===== src/design/pfr_pkg.sv =====
// Shared constants and types for the pause refresh and status block.
// Assumes one 20 MHz core clock and an AHB-Lite register bus.
package pfr_pkg;

  // Byte addresses of the registers on the bus.
  localparam logic [15:0] OFF_REFRESH_THR = 16'h2460;
  localparam logic [15:0] OFF_STATUS = 16'h2464;
  localparam logic [15:0] OFF_CONTROL = 16'h2470;
  localparam logic [15:0] OFF_HIGH_WM = 16'h2474;
  localparam logic [15:0] OFF_LOW_WM = 16'h2478;
  localparam logic [15:0] OFF_PAUSE_TIME = 16'h247c;

  // Field positions inside the status word.
  localparam int ST_STATE_BIT = 0;
  localparam int ST_ABOVE_BIT = 1;
  localparam int ST_BELOW_BIT = 2;
  localparam int ST_CNT_LSB = 16;

  // Field positions inside the control word.
  localparam int CTL_TX_PAUSE_BIT = 0;
  localparam int CTL_RESUME_BIT = 1;

  // Watermark fields sit above four byte-granularity bits.
  localparam int WM_LSB = 4;
  localparam int HIGH_WM_MSB = 17;
  localparam int LOW_WM_MSB = 16;
  localparam int HIGH_WM_W = HIGH_WM_MSB - WM_LSB + 1;
  localparam int LOW_WM_W = LOW_WM_MSB - WM_LSB + 1;

  // Widths of the counter, threshold, pause time and occupancy.
  localparam int CNT_W = 16;
  localparam int OCC_W = 18;

  // Reset values.
  localparam logic [CNT_W-1:0] CNT_RST = 16'h0000;
  localparam logic [CNT_W-1:0] THR_RST = 16'h0000;
  localparam logic [CNT_W-1:0] TIME_RST = 16'h0000;
  localparam logic [CNT_W-1:0] XON_TIME = 16'h0000;
  localparam logic [31:0] RDATA_RST = 32'h0000_0000;

  // Register selected by an address.
  typedef enum logic [2:0] {
    SEL_NONE = 3'b000,
    SEL_THR = 3'b001,
    SEL_STATUS = 3'b010,
    SEL_CONTROL = 3'b011,
    SEL_HIGH = 3'b100,
    SEL_LOW = 3'b101,
    SEL_TIME = 3'b110
  } pfr_sel_t;

  // Flow-control state; the code is the status bit.
  typedef enum logic [0:0] {
    FC_XON = 1'b0,
    FC_XOFF = 1'b1
  } pfr_fc_t;

  // Settings handed from the register file to the engine.
  typedef struct packed {
    logic tx_pause_enable;
    logic resume_frame_enable;
    logic [HIGH_WM_W-1:0] high_watermark;
    logic [LOW_WM_W-1:0] low_watermark;
    logic [CNT_W-1:0] refresh_threshold_field;
  } pfr_cfg_t;

  // State reported back by the engine.
  typedef struct packed {
    pfr_fc_t fc_state;
    logic above_high;
    logic below_low;
    logic [CNT_W-1:0] refresh_count;
  } pfr_stat_t;

  // Pause frame request towards the transmitter.
  typedef struct packed {
    logic valid;
    logic is_resume;
    logic [CNT_W-1:0] pause_time;
  } pfr_req_t;

endpackage : pfr_pkg


===== src/design/pfr_engine.sv =====
// Flow-control state machine, refresh shadow counter and frame requests.
// Assumes occupancy and settings come from logic on the same clock.
`timescale 1ns/1ps
module pfr_engine
(
  // Clock and reset.
  input wire logic sys_clk,
  input wire logic sys_rst,
  // Settings and live buffer occupancy in bytes.
  input wire pfr_pkg::pfr_cfg_t cfg,
  input wire logic [pfr_pkg::OCC_W-1:0] rx_occupancy,
  input wire logic [pfr_pkg::CNT_W-1:0] pause_time_value,
  // Frame request and its acceptance.
  output pfr_pkg::pfr_req_t tx_req,
  input wire logic tx_req_ready,
  // State shown to software.
  output pfr_pkg::pfr_stat_t stat
);

  // Whole state of the engine.
  typedef struct packed {
    pfr_pkg::pfr_fc_t fc_state;
    logic [pfr_pkg::CNT_W-1:0] cnt;
    pfr_pkg::pfr_req_t req;
  } pfr_eng_t;

  pfr_eng_t cur; // Registered state.
  pfr_eng_t next_cur; // Next state.
  logic [pfr_pkg::OCC_W-1:0] high_bytes; // High watermark in bytes.
  logic [pfr_pkg::OCC_W-1:0] low_bytes; // Low watermark in bytes.
  logic send_off; // Request an XOFF frame this cycle.
  logic send_on; // Request an XON frame this cycle.

  // Watermarks count 16-byte units, so append four zero bits.
  assign high_bytes = {cfg.high_watermark, {pfr_pkg::WM_LSB{1'b0}}};
  assign low_bytes = {1'b0, cfg.low_watermark, {pfr_pkg::WM_LSB{1'b0}}};

  // Next-state logic for the state machine, counter and request.
  always_comb
  begin
    next_cur = cur;
    send_off = 1'b0;
    send_on = 1'b0;
    // A pending request stays until the transmitter takes it.
    if (tx_req_ready)
    begin
      next_cur.req.valid = 1'b0;
    end
    unique case (cur.fc_state)
      pfr_pkg::FC_XON:
      begin
        if (cfg.tx_pause_enable && rx_occupancy >= high_bytes)
        begin
          send_off = 1'b1;
          next_cur.fc_state = pfr_pkg::FC_XOFF;
        end
      end
      pfr_pkg::FC_XOFF:
      begin
        if (!cfg.tx_pause_enable || rx_occupancy <= low_bytes)
        begin
          // Drained to or below low, or pausing was switched off.
          next_cur.fc_state = pfr_pkg::FC_XON;
          send_on = cfg.tx_pause_enable && cfg.resume_frame_enable;
        end
        else if (cfg.refresh_threshold_field != pfr_pkg::THR_RST &&
                 cur.cnt == cfg.refresh_threshold_field)
        begin
          send_off = 1'b1;
        end
      end
    endcase
    // Counter restarts on each XOFF sent and on return to XON.
    if (send_off || next_cur.fc_state == pfr_pkg::FC_XON)
    begin
      next_cur.cnt = pfr_pkg::CNT_RST;
    end
    else if (cur.cnt != {pfr_pkg::CNT_W{1'b1}})
    begin
      // Saturate rather than wrap, so a large threshold is not hit twice.
      next_cur.cnt = cur.cnt + 1'b1;
    end
    // A newer request replaces one that has not been taken yet.
    if (send_off || send_on)
    begin
      next_cur.req.valid = 1'b1;
      next_cur.req.is_resume = send_on;
      next_cur.req.pause_time = send_on ? pfr_pkg::XON_TIME
                                        : pause_time_value;
    end
  end

  // State register.
  always_ff @(posedge sys_clk or posedge sys_rst)
  begin
    if (sys_rst)
    begin
      cur <= '{fc_state: pfr_pkg::FC_XON, cnt: pfr_pkg::CNT_RST,
               req: '{valid: 1'b0, is_resume: 1'b0,
                      pause_time: pfr_pkg::TIME_RST}};
    end
    else
    begin
      cur <= next_cur;
    end
  end

  // Request and status outputs.
  assign tx_req = cur.req;
  assign stat.fc_state = cur.fc_state;
  assign stat.above_high = rx_occupancy > high_bytes;
  // Below-low includes equality, matching the XON drain test, so the
  // flag reads one straight after reset with occupancy and mark at zero.
  assign stat.below_low = rx_occupancy <= low_bytes;
  assign stat.refresh_count = cur.cnt;

endmodule : pfr_engine


===== src/design/pfr_top.sv =====
// Pause refresh and status block: AHB-Lite register file plus engine.
// Assumes one bus master, word-wide single transfers, same-clock occupancy.
//
// The AHB-Lite register port is this design's own decision.
`timescale 1ns/1ps
module pfr_top
(
  // Clock and reset.
  input wire logic sys_clk,
  input wire logic sys_rst,
  // AHB-Lite slave port.
  input wire logic hsel,
  input wire logic [31:0] haddr,
  input wire logic [1:0] htrans,
  input wire logic hwrite,
  input wire logic [2:0] hsize,
  input wire logic [31:0] hwdata,
  input wire logic hready,
  output logic [31:0] hrdata,
  output logic hreadyout,
  output logic hresp,
  // Receive buffer occupancy in bytes.
  input wire logic [pfr_pkg::OCC_W-1:0] rx_occupancy,
  // Pause frame request to the transmitter.
  output logic tx_req_valid,
  output logic tx_req_resume,
  output logic [pfr_pkg::CNT_W-1:0] tx_req_pause_time,
  input wire logic tx_req_ready
);

  // Whole state of the register file and bus slave.
  typedef struct packed {
    logic wr_pend;
    pfr_pkg::pfr_sel_t wr_sel;
    logic [31:0] rdata;
    pfr_pkg::pfr_cfg_t cfg;
    logic [pfr_pkg::CNT_W-1:0] pause_time_value;
  } pfr_regs_t;

  pfr_regs_t cur; // Registered state.
  pfr_regs_t next_cur; // Next state.
  pfr_pkg::pfr_stat_t stat; // Engine state for the status word.
  pfr_pkg::pfr_req_t req; // Engine frame request.
  pfr_pkg::pfr_sel_t addr_sel; // Register hit by the address phase.
  logic addr_take; // An address phase is accepted this cycle.

  // Map a byte address to a register; used for reads and writes.
  function automatic pfr_pkg::pfr_sel_t decode(input logic [31:0] addr);
    pfr_pkg::pfr_sel_t sel;
    sel = pfr_pkg::SEL_NONE;
    // Upper address bits are not decoded; the block aliases above them.
    unique case (addr[15:0])
      pfr_pkg::OFF_REFRESH_THR: sel = pfr_pkg::SEL_THR;
      pfr_pkg::OFF_STATUS: sel = pfr_pkg::SEL_STATUS;
      pfr_pkg::OFF_CONTROL: sel = pfr_pkg::SEL_CONTROL;
      pfr_pkg::OFF_HIGH_WM: sel = pfr_pkg::SEL_HIGH;
      pfr_pkg::OFF_LOW_WM: sel = pfr_pkg::SEL_LOW;
      pfr_pkg::OFF_PAUSE_TIME: sel = pfr_pkg::SEL_TIME;
      default: sel = pfr_pkg::SEL_NONE;
    endcase
    return sel;
  endfunction : decode

  // Build the read word of one register from a given configuration.
  function automatic logic [31:0] read_word(
    input pfr_pkg::pfr_sel_t sel,
    input pfr_pkg::pfr_cfg_t cfg,
    input logic [pfr_pkg::CNT_W-1:0] ptime,
    input pfr_pkg::pfr_stat_t st
  );
    logic [31:0] w;
    w = 32'h0000_0000;
    unique case (sel)
      pfr_pkg::SEL_THR:
      begin
        // Only the low half is stored; the upper half reads zero.
        w[pfr_pkg::CNT_W-1:0] = cfg.refresh_threshold_field;
      end
      pfr_pkg::SEL_STATUS:
      begin
        w[pfr_pkg::ST_STATE_BIT] = st.fc_state;
        w[pfr_pkg::ST_ABOVE_BIT] = st.above_high;
        w[pfr_pkg::ST_BELOW_BIT] = st.below_low;
        w[pfr_pkg::ST_CNT_LSB +: pfr_pkg::CNT_W] = st.refresh_count;
      end
      pfr_pkg::SEL_CONTROL:
      begin
        w[pfr_pkg::CTL_TX_PAUSE_BIT] = cfg.tx_pause_enable;
        w[pfr_pkg::CTL_RESUME_BIT] = cfg.resume_frame_enable;
      end
      pfr_pkg::SEL_HIGH:
      begin
        w[pfr_pkg::HIGH_WM_MSB:pfr_pkg::WM_LSB] = cfg.high_watermark;
      end
      pfr_pkg::SEL_LOW:
      begin
        w[pfr_pkg::LOW_WM_MSB:pfr_pkg::WM_LSB] = cfg.low_watermark;
      end
      pfr_pkg::SEL_TIME:
      begin
        w[pfr_pkg::CNT_W-1:0] = ptime;
      end
      default:
      begin
        // Unmapped addresses read as zero.
        w = 32'h0000_0000;
      end
    endcase
    return w;
  endfunction : read_word

  // Address phase is taken when selected, active and the bus is ready.
  assign addr_take = hsel && htrans[1] && hready;
  assign addr_sel = decode(haddr);

  // Next-state logic: finish a write's data phase, then look up reads.
  always_comb
  begin
    next_cur = cur;
    next_cur.wr_pend = 1'b0;
    // Data phase of a write: hwdata stands now, the address was held.
    if (cur.wr_pend)
    begin
      unique case (cur.wr_sel)
        pfr_pkg::SEL_THR:
        begin
          next_cur.cfg.refresh_threshold_field = hwdata[pfr_pkg::CNT_W-1:0];
        end
        pfr_pkg::SEL_CONTROL:
        begin
          next_cur.cfg.tx_pause_enable = hwdata[pfr_pkg::CTL_TX_PAUSE_BIT];
          next_cur.cfg.resume_frame_enable = hwdata[pfr_pkg::CTL_RESUME_BIT];
        end
        pfr_pkg::SEL_HIGH:
        begin
          next_cur.cfg.high_watermark =
            hwdata[pfr_pkg::HIGH_WM_MSB:pfr_pkg::WM_LSB];
        end
        pfr_pkg::SEL_LOW:
        begin
          next_cur.cfg.low_watermark =
            hwdata[pfr_pkg::LOW_WM_MSB:pfr_pkg::WM_LSB];
        end
        pfr_pkg::SEL_TIME:
        begin
          next_cur.pause_time_value = hwdata[pfr_pkg::CNT_W-1:0];
        end
        default:
        begin
          // Status writes and unmapped writes change nothing.
          next_cur.cfg = cur.cfg;
        end
      endcase
    end
    // Accept a new address phase.
    if (addr_take)
    begin
      next_cur.wr_pend = hwrite;
      next_cur.wr_sel = addr_sel;
      // Read data is built from the configuration as it will stand
      // after any write finishing now, so read-after-write is exact.
      next_cur.rdata = hwrite ? cur.rdata
        : read_word(addr_sel, next_cur.cfg, next_cur.pause_time_value,
                    stat);
    end
  end

  // State register; configuration resets to all disabled and zero.
  always_ff @(posedge sys_clk or posedge sys_rst)
  begin
    if (sys_rst)
    begin
      cur <= '{wr_pend: 1'b0, wr_sel: pfr_pkg::SEL_NONE,
               rdata: pfr_pkg::RDATA_RST,
               cfg: '{tx_pause_enable: 1'b0, resume_frame_enable: 1'b0,
                      high_watermark: '0, low_watermark: '0,
                      refresh_threshold_field: pfr_pkg::THR_RST},
               pause_time_value: pfr_pkg::TIME_RST};
    end
    else
    begin
      cur <= next_cur;
    end
  end

  // The engine does the flow control itself.
  pfr_engine u_engine
  (
    .sys_clk(sys_clk),
    .sys_rst(sys_rst),
    .cfg(cur.cfg),
    .rx_occupancy(rx_occupancy),
    .pause_time_value(cur.pause_time_value),
    .tx_req(req),
    .tx_req_ready(tx_req_ready),
    .stat(stat)
  );

  // The slave never stalls and never reports an error. The transfer
  // size is not checked: narrow accesses act as whole-word ones.
  assign hrdata = cur.rdata;
  assign hreadyout = 1'b1;
  assign hresp = 1'b0;

  // Frame request outputs, all from engine flip-flops.
  assign tx_req_valid = req.valid;
  assign tx_req_resume = req.is_resume;
  assign tx_req_pause_time = req.pause_time;

endmodule : pfr_top


===== config.mk =====
export PLATFORM = sky130hd
export DESIGN_NAME = pfr_top
export DESIGN_NICKNAME = d
export VERILOG_FILES = /design/src/design/pfr_pkg.sv /design/src/design/pfr_engine.sv /design/src/design/pfr_top.sv
export SDC_FILE = /design/constraint.sdc
export NUM_CORES = 1
export LEC_CHECK = 0
export ABC_AREA = 1
export ABC_CLOCK_PERIOD_IN_PS = 5600
export BUFFER_PORTS_ARGS = -buffer_cell sky130_fd_sc_hd__buf_2
export CORE_UTILIZATION = 48
export CTS_BUF_LIST = sky130_fd_sc_hd__clkbuf_8
export DETAILED_ROUTE_END_ITERATION = 10
export GPL_TIMING_DRIVEN = 0
export PLACE_DENSITY = 0.71
export SKIP_LAST_GASP = 1
export SLEW_MARGIN = 5
export SYNTH_ARGS = -nofsm -noshare
export SYNTH_HDL_FRONTEND = slang
export SYNTH_SLANG_ARGS = --single-unit

===== constraint.sdc =====
create_clock -name sys_clk -period 5.6 [get_ports sys_clk]
set_clock_uncertainty 0.1 [all_clocks]
set_input_delay 1.12 -clock sys_clk [delete_from_list [all_inputs] [get_ports sys_clk]]
set_output_delay 1.12 -clock sys_clk [all_outputs]
set_load 0.005 [all_outputs]

# After elaboration in Yosys (flattened, before gate mapping)
# Cells that the tools add are included.
[totals] register_bits=132 inputBits=93 output_inout_bits=52 wordCells=82
[op_classes] add_sub_neg=1 magnitude_cmp=3 n_eq_ne=19 n_mux=29 bitwise=3 reduce_logical=13
[ops] operator="$eq A16 B14 Y1 const B" n=6
[ops] operator="$mux W16" n=5
[ops] operator="$mux W61" n=1
[ops] operator="$pmux W12 S4" n=1
[ops] operator="$mux W36" n=1
[ops] operator="$mux W32" n=1
[ops] operator="$mux W14" n=2
[ops] operator="$eq A3 B3 Y1 const B" n=6
[ops] operator="$ge A18 B18 Y1" n=1
[ops] operator="$gt A18 B18 Y1" n=1
[ops] operator="$le A18 B17 Y1" n=1
[ops] operator="$mux W18" n=1
[ops] operator="$pmux W3 S6" n=1
[ops] operator="$add A16 B1 Y16 const B" n=1
[ops] operator="$eq A16 B16 Y1" n=1
[ops] operator="$ne A16 B16 Y1 const B" n=1
[ops] operator="$reduce_bool A16 Y1" n=1
[ops] operator="$mux W13" n=1
[ops] operator="$eq A3 B2 Y1 const B" n=3
[ops] operator="$pmux W1 S2" n=4
[ops] operator="$pmux W2 S4" n=1
[ops] operator="$mux W1" n=7
[ops] operator="$eq A3 B1 Y1 const B" n=2
[ops] operator="$pmux W1 S3" n=2
[ops] operator="other kinds (7)" n=16

# Depth between registers and ports, before layout
# Gate-level depths: netlist (run 1).
[depth] depth_word=7 mapped_depth=14 ltp_nobuf=14

# Cells and area by module
# A second synthesis (run 1) with hierarchy kept.
[unflattened] hier_cells=1125 area_unflattened_um2=8056.5
[by_module_without_submodules] mod="pfr_top" instances=1 cells_each=732 area_each_um2=5232.5 seq_area_each_um2=2427.3
[by_module_without_submodules] mod="pfr_engine" instances=1 cells_each=393 area_each_um2=2824.0 seq_area_each_um2=875.8

# Worst setup path after synthesis (run 1)
# No wires, ideal clock.
[synth_timing] path_kind="input -> register" start="in rx_occupancy[15] in the netlist's numbering" end="reg u_engine.cur, in the netlist u_engine.tx_req[5]" setup_ns=0.118 t_arrival_ns=2.432 t_required_ns=5.382 path_slack_ns=2.949 stages=13 path_buffers=1 path_cell_list="ha_1 -> nand2_1 -> nor2_1 -> inv_1 -> nor2_2 -> inv_1 -> nor2_1 -> inv_1 -> nand2_2 -> nand2_2 -> buf_2 -> nand4_1 -> nand2_1"
[synth_between] elab_chain_cells=5 elab_cells_between_ends=11 cone_classes="order compare (2); mux (6); reduce/logical (3)"
[synth_lines] item="start, declared" line_no="pfr_top.sv:23" text="input wire logic [pfr_pkg::OCC_W-1:0] rx_occupancy,"
[synth_lines] item="$le A18 B17 Y1 / $ge A18 B18 Y1 (equally long branches)" line_no="pfr_engine.sv:60, pfr_engine.sv:52"
[synth_lines] item="$logic_or A1 B1 Y1 / $logic_and A1 B1 Y1 (equally long branches)" line_no="pfr_engine.sv:60, pfr_engine.sv:52"
[synth_lines] item="$mux W1 (on tied branches)" line_no="pfr_engine.sv:60, pfr_engine.sv:52"
[synth_lines] item="$pmux W1 S2 / $mux W1 (equally long branches)" line_no="pfr_engine.sv:49" text="unique case (cur.fc_state)"
[synth_lines] item="$logic_or A1 B1 Y1 / $mux W16 (equally long branches)" line_no="pfr_engine.sv:84, pfr_engine.sv:88"
[synth_lines] item="end signal, assigned" line_no="pfr_engine.sv:98" text="cur <= '{fc_state: pfr_pkg::FC_XON, cnt: pfr_pkg::CNT_RST,"
[synth_lines] item="end signal, assigned" line_no="pfr_engine.sv:104" text="cur <= next_cur;"
[synth_lines] item="end, declared" line_no="pfr_engine.sv:27" text="pfr_eng_t cur;"
# Several ways; a longest one is shown, not always the timed one.
# A chain may end at the register's enable or synchronous reset.

# Worst setup path after layout (run 1)
[layout_timing] start="in rx_occupancy[17] in the netlist's numbering" end="reg u_engine.cur, in the netlist u_engine.tx_req[11]"
# Same word-level chain as after synthesis.

==> results of run 1 <==
[critical path: cells and delay by family]
family / cells / cell delay, ns
simple gates: 7 / 1.02
buf+inv: 3 / 0.52
fa+ha+maj: 1 / 0.31
compound gates: 1 / 0.07
[cell usage after synthesis]
| cell | count |
|---|---|
| nor2_4 | 1 |
| or2_4 | 1 |
| xor2_1 | 6 |
| nand3_2 | 4 |
| a21oi_2 | 1 |
| o2111ai_1 | 1 |
| o21ai_0 | 71 |
| conb_1 | 2 |
| a21oi_1 | 16 |
| buf_1 | 1 |
| nor2_2 | 3 |
| buf_4 | 35 |
| nand3b_2 | 1 |
| nand4_1 | 28 |
| nor3_4 | 2 |
| nor3_1 | 11 |
| nand3_4 | 1 |
| o21ai_1 | 13 |
| clkbuf_1 | 13 |
| inv_1 | 173 |
| o211ai_1 | 1 |
| inv_2 | 6 |
| o21a_1 | 2 |
| dfrtp_1 | 132 |
| or2_2 | 1 |
| nor4_1 | 2 |
| nand2_2 | 5 |
| nor2_1 | 65 |
| clkinv_1 | 1 |
| buf_2 | 10 |
| buf_6 | 3 |
| nand3b_1 | 3 |
| nand2_1 | 265 |
| nand2_4 | 1 |
| xnor2_1 | 2 |
| o22ai_1 | 28 |
| o21bai_1 | 2 |
| o31ai_1 | 13 |
| nand3_1 | 37 |
| ha_1 | 28 |
[state kept, by name, summed over array words and instances (netlist names)]
| name | count |
|---|---|
| hrdata | 32 |
| cur | 65 |
| u_engine.stat | 17 |
| u_engine.tx_req | 18 |
[worst min-delay path by stage]
| stage | to | start | slack, ns |
|---|---|---|---|
| final | hrdata[15] | hrdata[15] | 0.38 |
| after global routing | hrdata[23] | hrdata[23] | 0.40 |
| after CTS | u_engine.tx_req[12] | cur[12] | 0.39 |
| after detailed placement | hrdata[10] | hrdata[10] | 0.37 |
| after global placement | u_engine.tx_req[12] | cur[12] | 0.36 |
| after floorplan | u_engine.tx_req[15] | cur[15] | 0.35 |
[routing by layer]
metal | track usage [%] | up-vias | part of all wire (%)
met5 | 0 | - | 0
met2 | 41.4 | 289 | 44
met4 | 8.61 | 0 | 1.9
met1 | 36.8 | 3159 | 47
li1 | - | 3378 | -
met3 | 5.90 | 27 | 7.8
[cells by family after synthesis]
logic type | Yosys count | share of synthesized area (%)
compound gates | 148 | 11.0
xor+xnor | 8 | 0.933
fa+ha+maj | 28 | 4.66
buf+inv | 242 | 14.3
flops | 132 | 44.0
other cells | 2 | 0.100
simple gates | 431 | 25.0
[layout make-up]
class                   count  area [µm²]  share of cell area [%]
inverters                 180         681                    7.76
multi-input cells         617        3130                    35.8
clock inverters            13         156                    1.78
plain buffers              62         399                    4.55
repair buffers            109         568                    6.48
clock buffers              19         262                    2.98
flip-flops and latches    132        3300                    37.7
well taps                 211         264                    3.01
[power groups by stage]
stage / Sequential (W) / Combinational [W] / Clock, W
4_1_cts: 0.00101 / 0.000256 / 0.000863
3_5_place_dp: 0.00103 / 0.000254 / 0
6_report: 0.00101 / 0.000255 / 0.000860
2_1_floorplan: 0.00102 / 0.000167 / 0
5_1_grt: 0.00101 / 0.000291 / 0.000913
3_3_place_gp: 0.00103 / 0.000248 / 0
[through the flow]
step | instance area [µm²] | util [%] | hold slack, ns | power, W
final | 8770 | 57.5 | 0.384 | 0.00212
after global routing | 8770 | 57.5 | 0.405 | 0.00222
after CTS | 8770 | 57.5 | 0.389 | 0.00213
after detailed placement | 8350 | 54.7 | 0.368 | 0.00128
after global placement | 8320 | 54.5 | 0.361 | 0.00127
after floorplan | 7510 | - | 0.350 | 0.00119
==> key figures, run 1 <==
Synth
  – Warnings from Yosys: 0
  – Net count after synthesis: 1112
  – FF+latch count, synth: 132
  – Avg Inst Size Synth: 7.58 µm²
  – Mapped Area: 7510 µm²
  – Register area share after synthesis: 44.0%
  – Distinct cell type count after synthesis: 40
  – Top post-synthesis cells by area: dfrtp_1 (44%), nand2_1 (13%), inv_1 (8.6%)
  – Gate Count Post-Synth: 991
  – Top cell type's share of synthesized area: 44.0%
  – Top cell type by total area after synthesis: dfrtp_1

Power and ir drop
  – Int Power: 0.00154 W
  – VDD IR-drop max: 0.151 mV
  – Combinational fraction of design power: 12.0%
  – PwrDens: 242 nW/µm²
  – Sw Ratio: 27.6%
  – Leakage power: 5.27 nW
  – Clock group share of total power: 40.5%
  – Sequential power share: 47.5%
  – Switch Pwr: 0.000586 W

Detailed routing
  – Vias: 6853
  – Pre-antenna DRT Iters: 5
  – DRC: 0
  – Initial drt markers: 712
  – Routed wire length: 20.2 mm
  – Via density: 5.10
  – ANT nets after route: 0
  – Routed length per instance: 15.0 µm

Die
  – IO Pins: 145
  – Row count: 45
  – Die area: 16200 µm²
  – Die width: 127 µm
  – Die extent in y: 127 µm
  – Core ar.: 15300 µm²
  – Initial Util: 49.2%

Critical path
  – Worst path max stage delay: 0.35 ns
  – Internal reg-to-reg setup slack: 3.27 ns
  – CP max-delay cell: buf_1
  – Data required time of the worst path: 5.89 ns
  – Crit Path Class: in2reg
  – Worst reg2reg startpoint: cur[58]
  – Critical path, cell by cell: buf_2 -> ha_1 -> nand2_1 -> inv_1 -> nand3_1 -> a21oi_1 -> nor2_1 -> nand3_1 -> nand2_2 -> buf_1 -> nand4_1 -> nand2_1
  – CP endpoint kind: flop
  – Crit-path max FO: 10
  – CP endpoint: u_engine.tx_req[11]
  – RR Endpoint: u_engine.tx_req[11]
  – Critical Path AT: 3.03 ns
  – Crit path from: rx_occupancy[17]
  – Worst reg-to-reg path cell count: 12
  – Startpoint types: primary input

Placed design
  – Placed cells: 1311
  – Port buffer count: 108
  – Final GP Congestion: 0.964
  – Post-DP HPWL: 15.6 mm
  – Worst slack at placement: 2.43 ns

Clocking
  – PostCTS Resize Cnt: 0
  – CTS tree: yes
  – CTS Buf Count: 17
  – Worst-skew pair later-pin latency: 0.46 ns
  – Clk slew on worst S/H paths: 0.08 ns
  – Clk sinks: 132
  – # Post-CTS Setup Buffers: 0
  – Hold Buf Count CTS: 0
  – Clock buffer depth: 2
  – CTS HTree Levels: 4
  – Root Buffer: clkbuf_8

Cells and area
  – Filler cells: 1457
  – Most frequent cells in the layout: nand2_1 (265), inv_1 (173), dfrtp_1 (132)
  – Finished Layout Cells: 1343
  – Most common cell after layout, fill and taps aside: nand2_1
  – Area growth, synth to finish: 16.7%
  – Fraction of layout cells with a size suffix above 1: 19.1%
  – Ant. Diodes: 0
  – Nets: 1240

STA
  – Hold Vio Cnt, Final: 0
  – Max Fclk: 0.365 GHz
  – Setup violators final: 0
  – RSZ-0062 raised after global routing: no
  – Slew @ Worst Pin: 0.588 ns
  – Final WS setup: 2.86 ns
  – Rel. slew slack: 60.8%
  – Setup_tns: 0 ns
  – Fin crit share: 48.9%
  – Minimum clock period: 2.74 ns
  – Final slew viol count: 0

Min path
  – Hold Path Cell Cnt: 2
  – Hold Path Class: reg2reg

Status
  – Outcome: complete, no violations

Global route
  – First-pass GRT wire length: 32.5 mm
  – Gr usage total: 26.5%
  – GRT overflow: 0
  – Initial antenna violation count: 0
  – Vias in the first global route: 6303
  – Largest net degree at the start of global routing: 95

Flow run
  – MaxCap Viol Count: 0
Note: power is estimated with default switching activity, not from simulation.
==> run 2: changes to the inputs <==
--- a/config.mk
+++ b/config.mk
@@ -5,8 +5,8 @@
 export SDC_FILE = /design/constraint.sdc
 export NUM_CORES = 1
 export LEC_CHECK = 0
-export ABC_AREA = 1
-export ABC_CLOCK_PERIOD_IN_PS = 5600
+export ABC_AREA = 0
+export ABC_CLOCK_PERIOD_IN_PS = 2760
 export BUFFER_PORTS_ARGS = -buffer_cell sky130_fd_sc_hd__buf_2
 export CORE_UTILIZATION = 48
 export CTS_BUF_LIST = sky130_fd_sc_hd__clkbuf_8
==> constraint.sdc (replaced) <==
create_clock -name sys_clk -period 2.76 [get_ports sys_clk]
set_clock_uncertainty 0.1 [all_clocks]
set_input_delay 0.552 -clock sys_clk [delete_from_list [all_inputs] [get_ports sys_clk]]
set_output_delay 0.552 -clock sys_clk [all_outputs]
set_load 0.005 [all_outputs]
==> run 2 against run 1 <==
Routed wire length down 5.2%. Register-to-register slack worse by 3.2 ns. Utilization up 1.8 points. Worst setup slack worse by 2.8 ns. Cell count down 25%. Synthesized cell count down 32%. Die area down 6.7%. Critical path depth down 6.
==> key figures, run 2 <==
STA
  – Final slew viol count: 0 (unchanged)
  – Setup violators final: 0 (unchanged)
  – RSZ-0062 raised after global routing: yes
  – Fin crit share: 97.7%
  – Hold Vio Cnt, Final: 0 (unchanged)
  – Setup_tns: 0 ns (unchanged)
  – Max Fclk: 0.371 GHz
  – Rel. slew slack: 43.6% (-17 points)
  – Slew @ Worst Pin: 0.839 ns (+0.251 ns)
  – Hold slack: 0.0343 ns (-0.350 ns)
  – Minimum clock period: 2.70 ns

Global route
  – Gr usage total: 26.9% (+0.43 points)
  – GRT overflow: 0 (unchanged)
  – First-pass GRT wire length: 30.0 mm (-7.6%)
  – Initial antenna violation count: 0 (unchanged)
  – Vias in the first global route: 5733 (-9.0%)
  – Largest net degree at the start of global routing: 40 (-58%)

Detailed routing
  – Vias: 5792 (-15%)
  – DRC: 0 (unchanged)
  – Routed wire length: 19.2 mm (-5.2%)
  – Pre-antenna DRT Iters: 5 (unchanged)
  – Via density: 5.79 (+13%)
  – Initial drt markers: 343 (-52%)
  – Routed length per instance: 19.1 µm (+27%)
  – ANT nets after route: 0 (unchanged)

Critical path
  – CP max-delay cell: nand4b_1
  – Startpoint types: flop
  – Crit-path max FO: 10 (unchanged)
  – Critical path, cell by cell: nand4b_1 -> clkbuf_1 -> mux2_2 -> nor2_1 -> o32ai_1 -> a22o_1
  – Data required time of the worst path: 3.05 ns (-2.84 ns)
  – Crit Path Class: reg2reg
  – Critical Path AT: 2.98 ns (-0.05 ns)
  – Worst path max stage delay: 0.65 ns (+0.30 ns)
  – CP endpoint kind: flop

Power and ir drop
  – Int Power: 0.00297 W (+93%)
  – Combinational fraction of design power: 7.9% (-4.1 points)
  – Clock group share of total power: 41.8% (+1.3 points)
  – Leakage power: 4.21 nW (-20%)
  – PwrDens: 473 nW/µm² (+95%)
  – Switch Pwr: 0.000964 W (+64%)
  – Sequential power share: 50.3% (+2.8 points)
  – VDD IR-drop max: 0.290 mV (+92%)
  – Sw Ratio: 24.5% (-3.1 points)

Clocking
  – Root Buffer: clkbuf_8
  – Clock buffer depth: 2 (unchanged)
  – Clk slew on worst S/H paths: 0.08 ns (about the same)
  – Hold Buf Count CTS: 0 (unchanged)
  – CTS Buf Count: 17 (unchanged)
  – CTS tree: yes
  – Worst-skew pair later-pin latency: 0.46 ns (about the same)
  – CTS HTree Levels: 4 (unchanged)
  – Clk sinks: 132 (unchanged)

Die
  – Initial Util: 49.9% (+0.64 points)
  – Die area: 15100 µm² (-6.7%)
  – Die width: 123 µm (-3.4%)
  – IO Pins: 145 (unchanged)
  – Core ar.: 14000 µm² (-8.0%)
  – Die extent in y: 123 µm (-3.4%)
  – Row count: 43 (-4.4%)

Synth
  – Async S/R FF share, synth: 100% (unchanged)
  – Synth top cells by count: dfrtp_1 (132), nor2_1 (52), mux2_2 (48)
  – Top cell type by total area after synthesis: dfrtp_1
  – Top FF cell, synth: dfrtp_1
  – Most common cell in the synthesized netlist: dfrtp_1
  – Distinct cell type count after synthesis: 64 (+60%)
  – Avg Inst Size Synth: 10.4 µm² (+37%)
  – Mapped Area: 7000 µm² (-6.8%)
  – Register area share after synthesis: 47.2% (+3.2 points)
  – Net count after synthesis: 795 (-29%)
  – Warnings from Yosys: 0 (unchanged)
  – Top cell type's share of synthesized area: 47.2% (+3.2 points)
  – FF+latch count, synth: 132 (unchanged)
  – Top post-synthesis cells by area: dfrtp_1 (47%), mux2_2 (7.7%), ha_1 (5.0%)
  – Gate Count Post-Synth: 674 (-32%)
  – Number of synthesized flops with an enable pin: 0 (unchanged)

Placed design
  – Post-DP HPWL: 14.6 mm (-6.6%)
  – Port buffer count: 107 (-0.93%)
  – Placed cells: 964 (-26%)
  – Final GP Congestion: 0.928 (-3.7%)

Cells and area
  – Most frequent cells in the layout: dfrtp_1 (132), buf_2 (109), nor2_1 (51)
  – Most common cell after layout, fill and taps aside: dfrtp_1
  – Area growth, synth to finish: 18.8%
  – Finished Layout Cells: 1001 (-25%)
  – Nets: 929 (-25%)
  – Largest register FFs: 65 (unchanged)
  – Largest Register: cur
  – Fraction of layout cells with a size suffix above 1: 31.2% (+12 points)
  – Ant. Diodes: 0 (unchanged)

Status
  – Outcome: complete, no violations

Min path
  – Hold Path Class: in2async

Flow run
  – MaxCap Viol Count: 0 (unchanged)
## run 2: cell types whose count changed in the layout (fill, tap and decap cells not counted), sizes merged, moves of 17 or more
cell    before  now
nand2      271   35
inv        182   39
mux2         0   48
a22o         0   27
o22ai       28    1
nand3       42   17
nand4       28    6
xor2         6   26
clkbuf      32   49
nor2        69   52
## run 2: worst paths after layout
path / end / from / slack, ns / depth (start not counted)
hold / removal: u_engine.tx_req[6] / sys_rst / 0.03 / 2
setup / recovery: hrdata[10] / cur[93] / 0.06 / 6
hold reg to reg: u_engine.tx_req[17] / u_engine.tx_req[17] / 0.41 / 1
min in group sys_clk: cur[96] / hwrite / 0.25 / 3
setup reg to reg: hrdata[10] / cur[93] / 0.06 / 6
max in group asynchronous: cur[46] / sys_rst / 1.70 / 4
## run 2: critical path: cells and delay by family, from the launching register on
family / cells / cell delay (ns)
compound gates: 2 / 0.61
buf+inv: 1 / 0.46
flops: 1 / 0.43
mux: 1 / 0.33
simple gates: 2 / 0.69
## run 2: kinds of logic (layout without fill, tap and decap cells)
family | after synthesis | count (layout) | share of synthesized area (%)
AND/OR/NAND/NOR | 159 | 159 | 11.5
AO/OA/AOI/OAI | 168 | 168 | 16.7
XOR/XNOR | 28 | 28 | 3.50
buffers and inverters | 105 | 252 | 7.70
flip-flops | 132 | 132 | 47.2
other | 2 | 2 | 0.107
multiplexers | 52 | 52 | 8.29
adder cells (fa/ha/maj) | 28 | 28 | 5.00
## run 2: routing by layer
| layer | track usage (%) | share of wire, % |
|---|---|---|
| met4 | 9.98 | 2.3 |
| met2 | 44.5 | 49 |
| met1 | 34.8 | 44 |
| met5 | 0 | 0 |
| met3 | 5.58 | 4.8 |
## run 2: power groups by stage
stage                     registers [W]  clock network (W)  logic (W)
after floorplan                 0.00201                  0   0.000173
after global placement          0.00202                  0   0.000281
after detailed placement        0.00202                  0   0.000304
after CTS                       0.00198            0.00166   0.000307
after global routing            0.00198            0.00174   0.000345
final                           0.00198            0.00165   0.000309
## run 2: what timing repair did
item	CTS	global route
setup endpoints to repair	28	38
gates resized for setup	6	15
buffers inserted	1	4
pin swaps	1	6
gates cloned	0	0
## run 2: cell type report
class	count	area, µm²
Fill cell	1178	5720
Sequential cell	132	3300
Multi-Input combinational cell	437	3210
Timing Repair Buffer	115	633
Buffer	70	419
Clock buffer	18	248
Tap cell	180	225
Clock inverter	14	148
Inverter	35	135
## run 2: through the flow
stage	total power, W	instance area, µm²	setup slack (ns)	utilization, %
after floorplan	0.00218	7010	0.00179	-
after global routing	0.00406	8320	-0.0512	59.3
after CTS	0.00395	8270	0.00424	58.9
after global placement	0.00230	7770	-0.494	55.3
final	0.00394	8320	0.0636	59.3
after detailed placement	0.00232	7830	-0.532	55.7
==> run 3: changes to the inputs <==
--- a/config.mk
+++ b/config.mk
@@ -5,7 +5,7 @@
 export SDC_FILE = /design/constraint.sdc
 export NUM_CORES = 1
 export LEC_CHECK = 0
-export ABC_AREA = 0
+export ABC_AREA = 1
 export ABC_CLOCK_PERIOD_IN_PS = 2760
 export BUFFER_PORTS_ARGS = -buffer_cell sky130_fd_sc_hd__buf_2
 export CORE_UTILIZATION = 48
@@ -13,6 +13,7 @@
 export DETAILED_ROUTE_END_ITERATION = 10
 export GPL_TIMING_DRIVEN = 0
 export PLACE_DENSITY = 0.71
+export SKIP_CTS_REPAIR_TIMING = 1
 export SKIP_LAST_GASP = 1
 export SLEW_MARGIN = 5
 export SYNTH_ARGS = -nofsm -noshare
==> run 3 against run 2 <==
Sequential power grew 3%. Combinational power is 70% higher. Clock power increased by 5%. Register-to-register slack improved by 0.33 ns. Utilization is 1.6 points lower. Critical path depth grew 6. First-iteration DRC count grew 71%. Global-route usage about the same. Power increased by 9.1%. Flip-flop and latch count unchanged.
==> key figures, run 3 (synthesis gave the netlist of run 1 again) <==
Power and ir drop
  – Clock group share of total power: 40.2% (-1.6 points)
  – Leakage power: 5.28 nW (+25%)
  – VDD IR-drop max: 0.328 mV (+13%)
  – Sequential power share: 47.6% (-2.7 points)
  – Switch Pwr: 0.00116 W (+20%)
  – PwrDens: 488 nW/µm² (+3.3%)
  – Int Power: 0.00314 W (+5.5%)
  – Sw Ratio: 27.0% (+2.5 points)
  – Combinational fraction of design power: 12.2% (+4.3 points)

Critical path
  – CP endpoint kind: flop
  – Crit path from: cur[58]
  – Worst reg2reg startpoint: cur[58]
  – Critical Path AT: 2.69 ns (-0.29 ns)
  – Data required time of the worst path: 3.07 ns (+0.02 ns)
  – Startpoint types: flop
  – Crit-path max FO: 10 (unchanged)
  – Crit Path Class: reg2reg

Global route
  – Largest net degree at the start of global routing: 40 (unchanged)
  – Vias in the first global route: 6498 (+13%)
  – GRT overflow: 0 (unchanged)
  – First-pass GRT wire length: 33.0 mm (+9.9%)
  – Gr usage total: 26.9% (about the same)
  – Initial antenna violation count: 0 (unchanged)

Min path
  – Hold Path Class: in2async

Detailed routing
  – ANT nets after route: 0 (unchanged)
  – Initial drt markers: 585 (+71%)
  – Vias: 6840 (+18%)
  – Pre-antenna DRT Iters: 5 (unchanged)
  – Via density: 5.09 (-12%)
  – Routed length per instance: 15.1 µm (-21%)
  – Routed wire length: 20.3 mm (+5.9%)
  – DRC: 0 (unchanged)

Clocking
  – Worst-skew pair later-pin latency: 0.48 ns (+0.02 ns)
  – Clk sinks: 132 (unchanged)
  – Root Buffer: clkbuf_8
  – Clk slew on worst S/H paths: 0.08 ns (about the same)
  – Clock buffer depth: 2 (unchanged)
  – CTS HTree Levels: 4 (unchanged)
  – CTS tree: yes
  – CTS Buf Count: 17 (unchanged)

Placed design
  – Post-DP HPWL: 15.7 mm (+8.0%)
  – Final GP Congestion: 0.951 (+2.5%)
  – Port buffer count: 108 (+0.93%)
  – Placed cells: 1313 (+36%)

STA
  – Setup violators final: 0 (unchanged)
  – Hold Vio Cnt, Final: 0 (unchanged)
  – Rel. slew slack: 53.6% (+10 points)
  – Fin crit share: 85.9% (-12 points)
  – Minimum clock period: 2.37 ns (-0.326 ns)
  – Final slew viol count: 0 (unchanged)
  – Max Fclk: 0.422 GHz (+14%)
  – Slew @ Worst Pin: 0.695 ns (-0.144 ns)
  – Setup_tns: 0 ns (unchanged)
  – RSZ-0062 raised after global routing: no

Die
  – Row count: 45 (+4.7%)
  – Die extent in y: 127 µm (+3.5%)
  – Core ar.: 15300 µm² (+8.7%)
  – Die width: 127 µm (+3.5%)
  – Die area: 16200 µm² (+7.2%)
  – IO Pins: 145 (unchanged)
  – Initial Util: 49.2% (-0.64 points)

Cells and area
  – Most common cell after layout, fill and taps aside: nand2_1
  – Largest register FFs: 65 (unchanged)
  – Fraction of layout cells with a size suffix above 1: 19.0% (-12 points)
  – Ant. Diodes: 0 (unchanged)
  – Filler cells: 1460 (+24%)
  – Final core utilization: 57.6% (-1.6 points)
  – Largest Register: cur
  – Finished Layout Cells: 1345 (+34%)
  – Nets: 1242 (+34%)
  – Most frequent cells in the layout: nand2_1 (265), inv_1 (176), dfrtp_1 (132)
  – Area growth, synth to finish: 17.1%

Status
  – Outcome: complete, no violations

Flow run
  – MaxCap Viol Count: 0 (unchanged)
==> run 3: path summary, 6_finish.rpt <==
path,end,cells past startpoint,slack (ns)
setup / recovery,u_engine.tx_req[12],12,0.39
hold / removal,hrdata[25],2,0.08
min in group sys_clk,u_engine.tx_req[17],2,0.21
hold reg to reg,hrdata[13],2,0.39
setup reg to reg,u_engine.tx_req[12],12,0.39
max in group asynchronous,cur[35],4,1.60
==> run 3: power groups by stage <==
stage	Sequential [W]	Combinational [W]	Clock (W)
floorplan	0.00207	0.000339	0
global placement	0.00208	0.000504	0
detailed placement	0.00208	0.000521	0
CTS	0.00204	0.000524	0.00173
global route	0.00205	0.000601	0.00182
finish	0.00204	0.000525	0.00173
==> run 3: final cells by class <==
cell class	instances	area (µm²)	area share [%]
sequential	132	3300	37.6
clock buffer	20	275	3.13
multi-input combinational	617	3130	35.6
tap	211	264	3.00
clock inverter	12	139	1.58
timing repair buffer	111	601	6.83
buffer	62	399	4.54
inverter	180	679	7.73
==> run 3: metal layers <==
metal / up-vias / routed length [µm] / global-route usage, %
met1: 3144 / 9480 / 37.8
met5: - / 0 / 0
met2: 282 / 8780 / 40.7
met4: 0 / 438 / 9.38
li1: 3377 / - / -
met3: 37 / 1590 / 6.74
==> run 3: per-stage QoR <==
| stage | total power (W) | area [µm²] | setup slack (ns) | hold WS (ns) |
|---|---|---|---|---|
| after floorplan | 0.00241 | 7520 | 0.471 | 0.350 |
| after global placement | 0.00258 | 8320 | -0.434 | 0.358 |
| after detailed placement | 0.00260 | 8380 | 0.137 | 0.366 |
| after CTS | 0.00430 | 8790 | 0.438 | 0.0989 |
| after global routing | 0.00447 | 8790 | 0.243 | 0.140 |
| final | 0.00430 | 8790 | 0.390 | 0.0833 |
==> run 3: critical path, cell delays in order, from the launching register on <==
cell	delay [ns]
dfrtp_1	0.36
inv_1	0.06
ha_1	0.23
nand2_1	0.07
inv_1	0.05
nand3_1	0.14
a21oi_1	0.07
nor2_1	0.25
nand3_1	0.14
nand2_2	0.22
buf_1	0.37
nand4_1	0.15
nand2_1	0.09
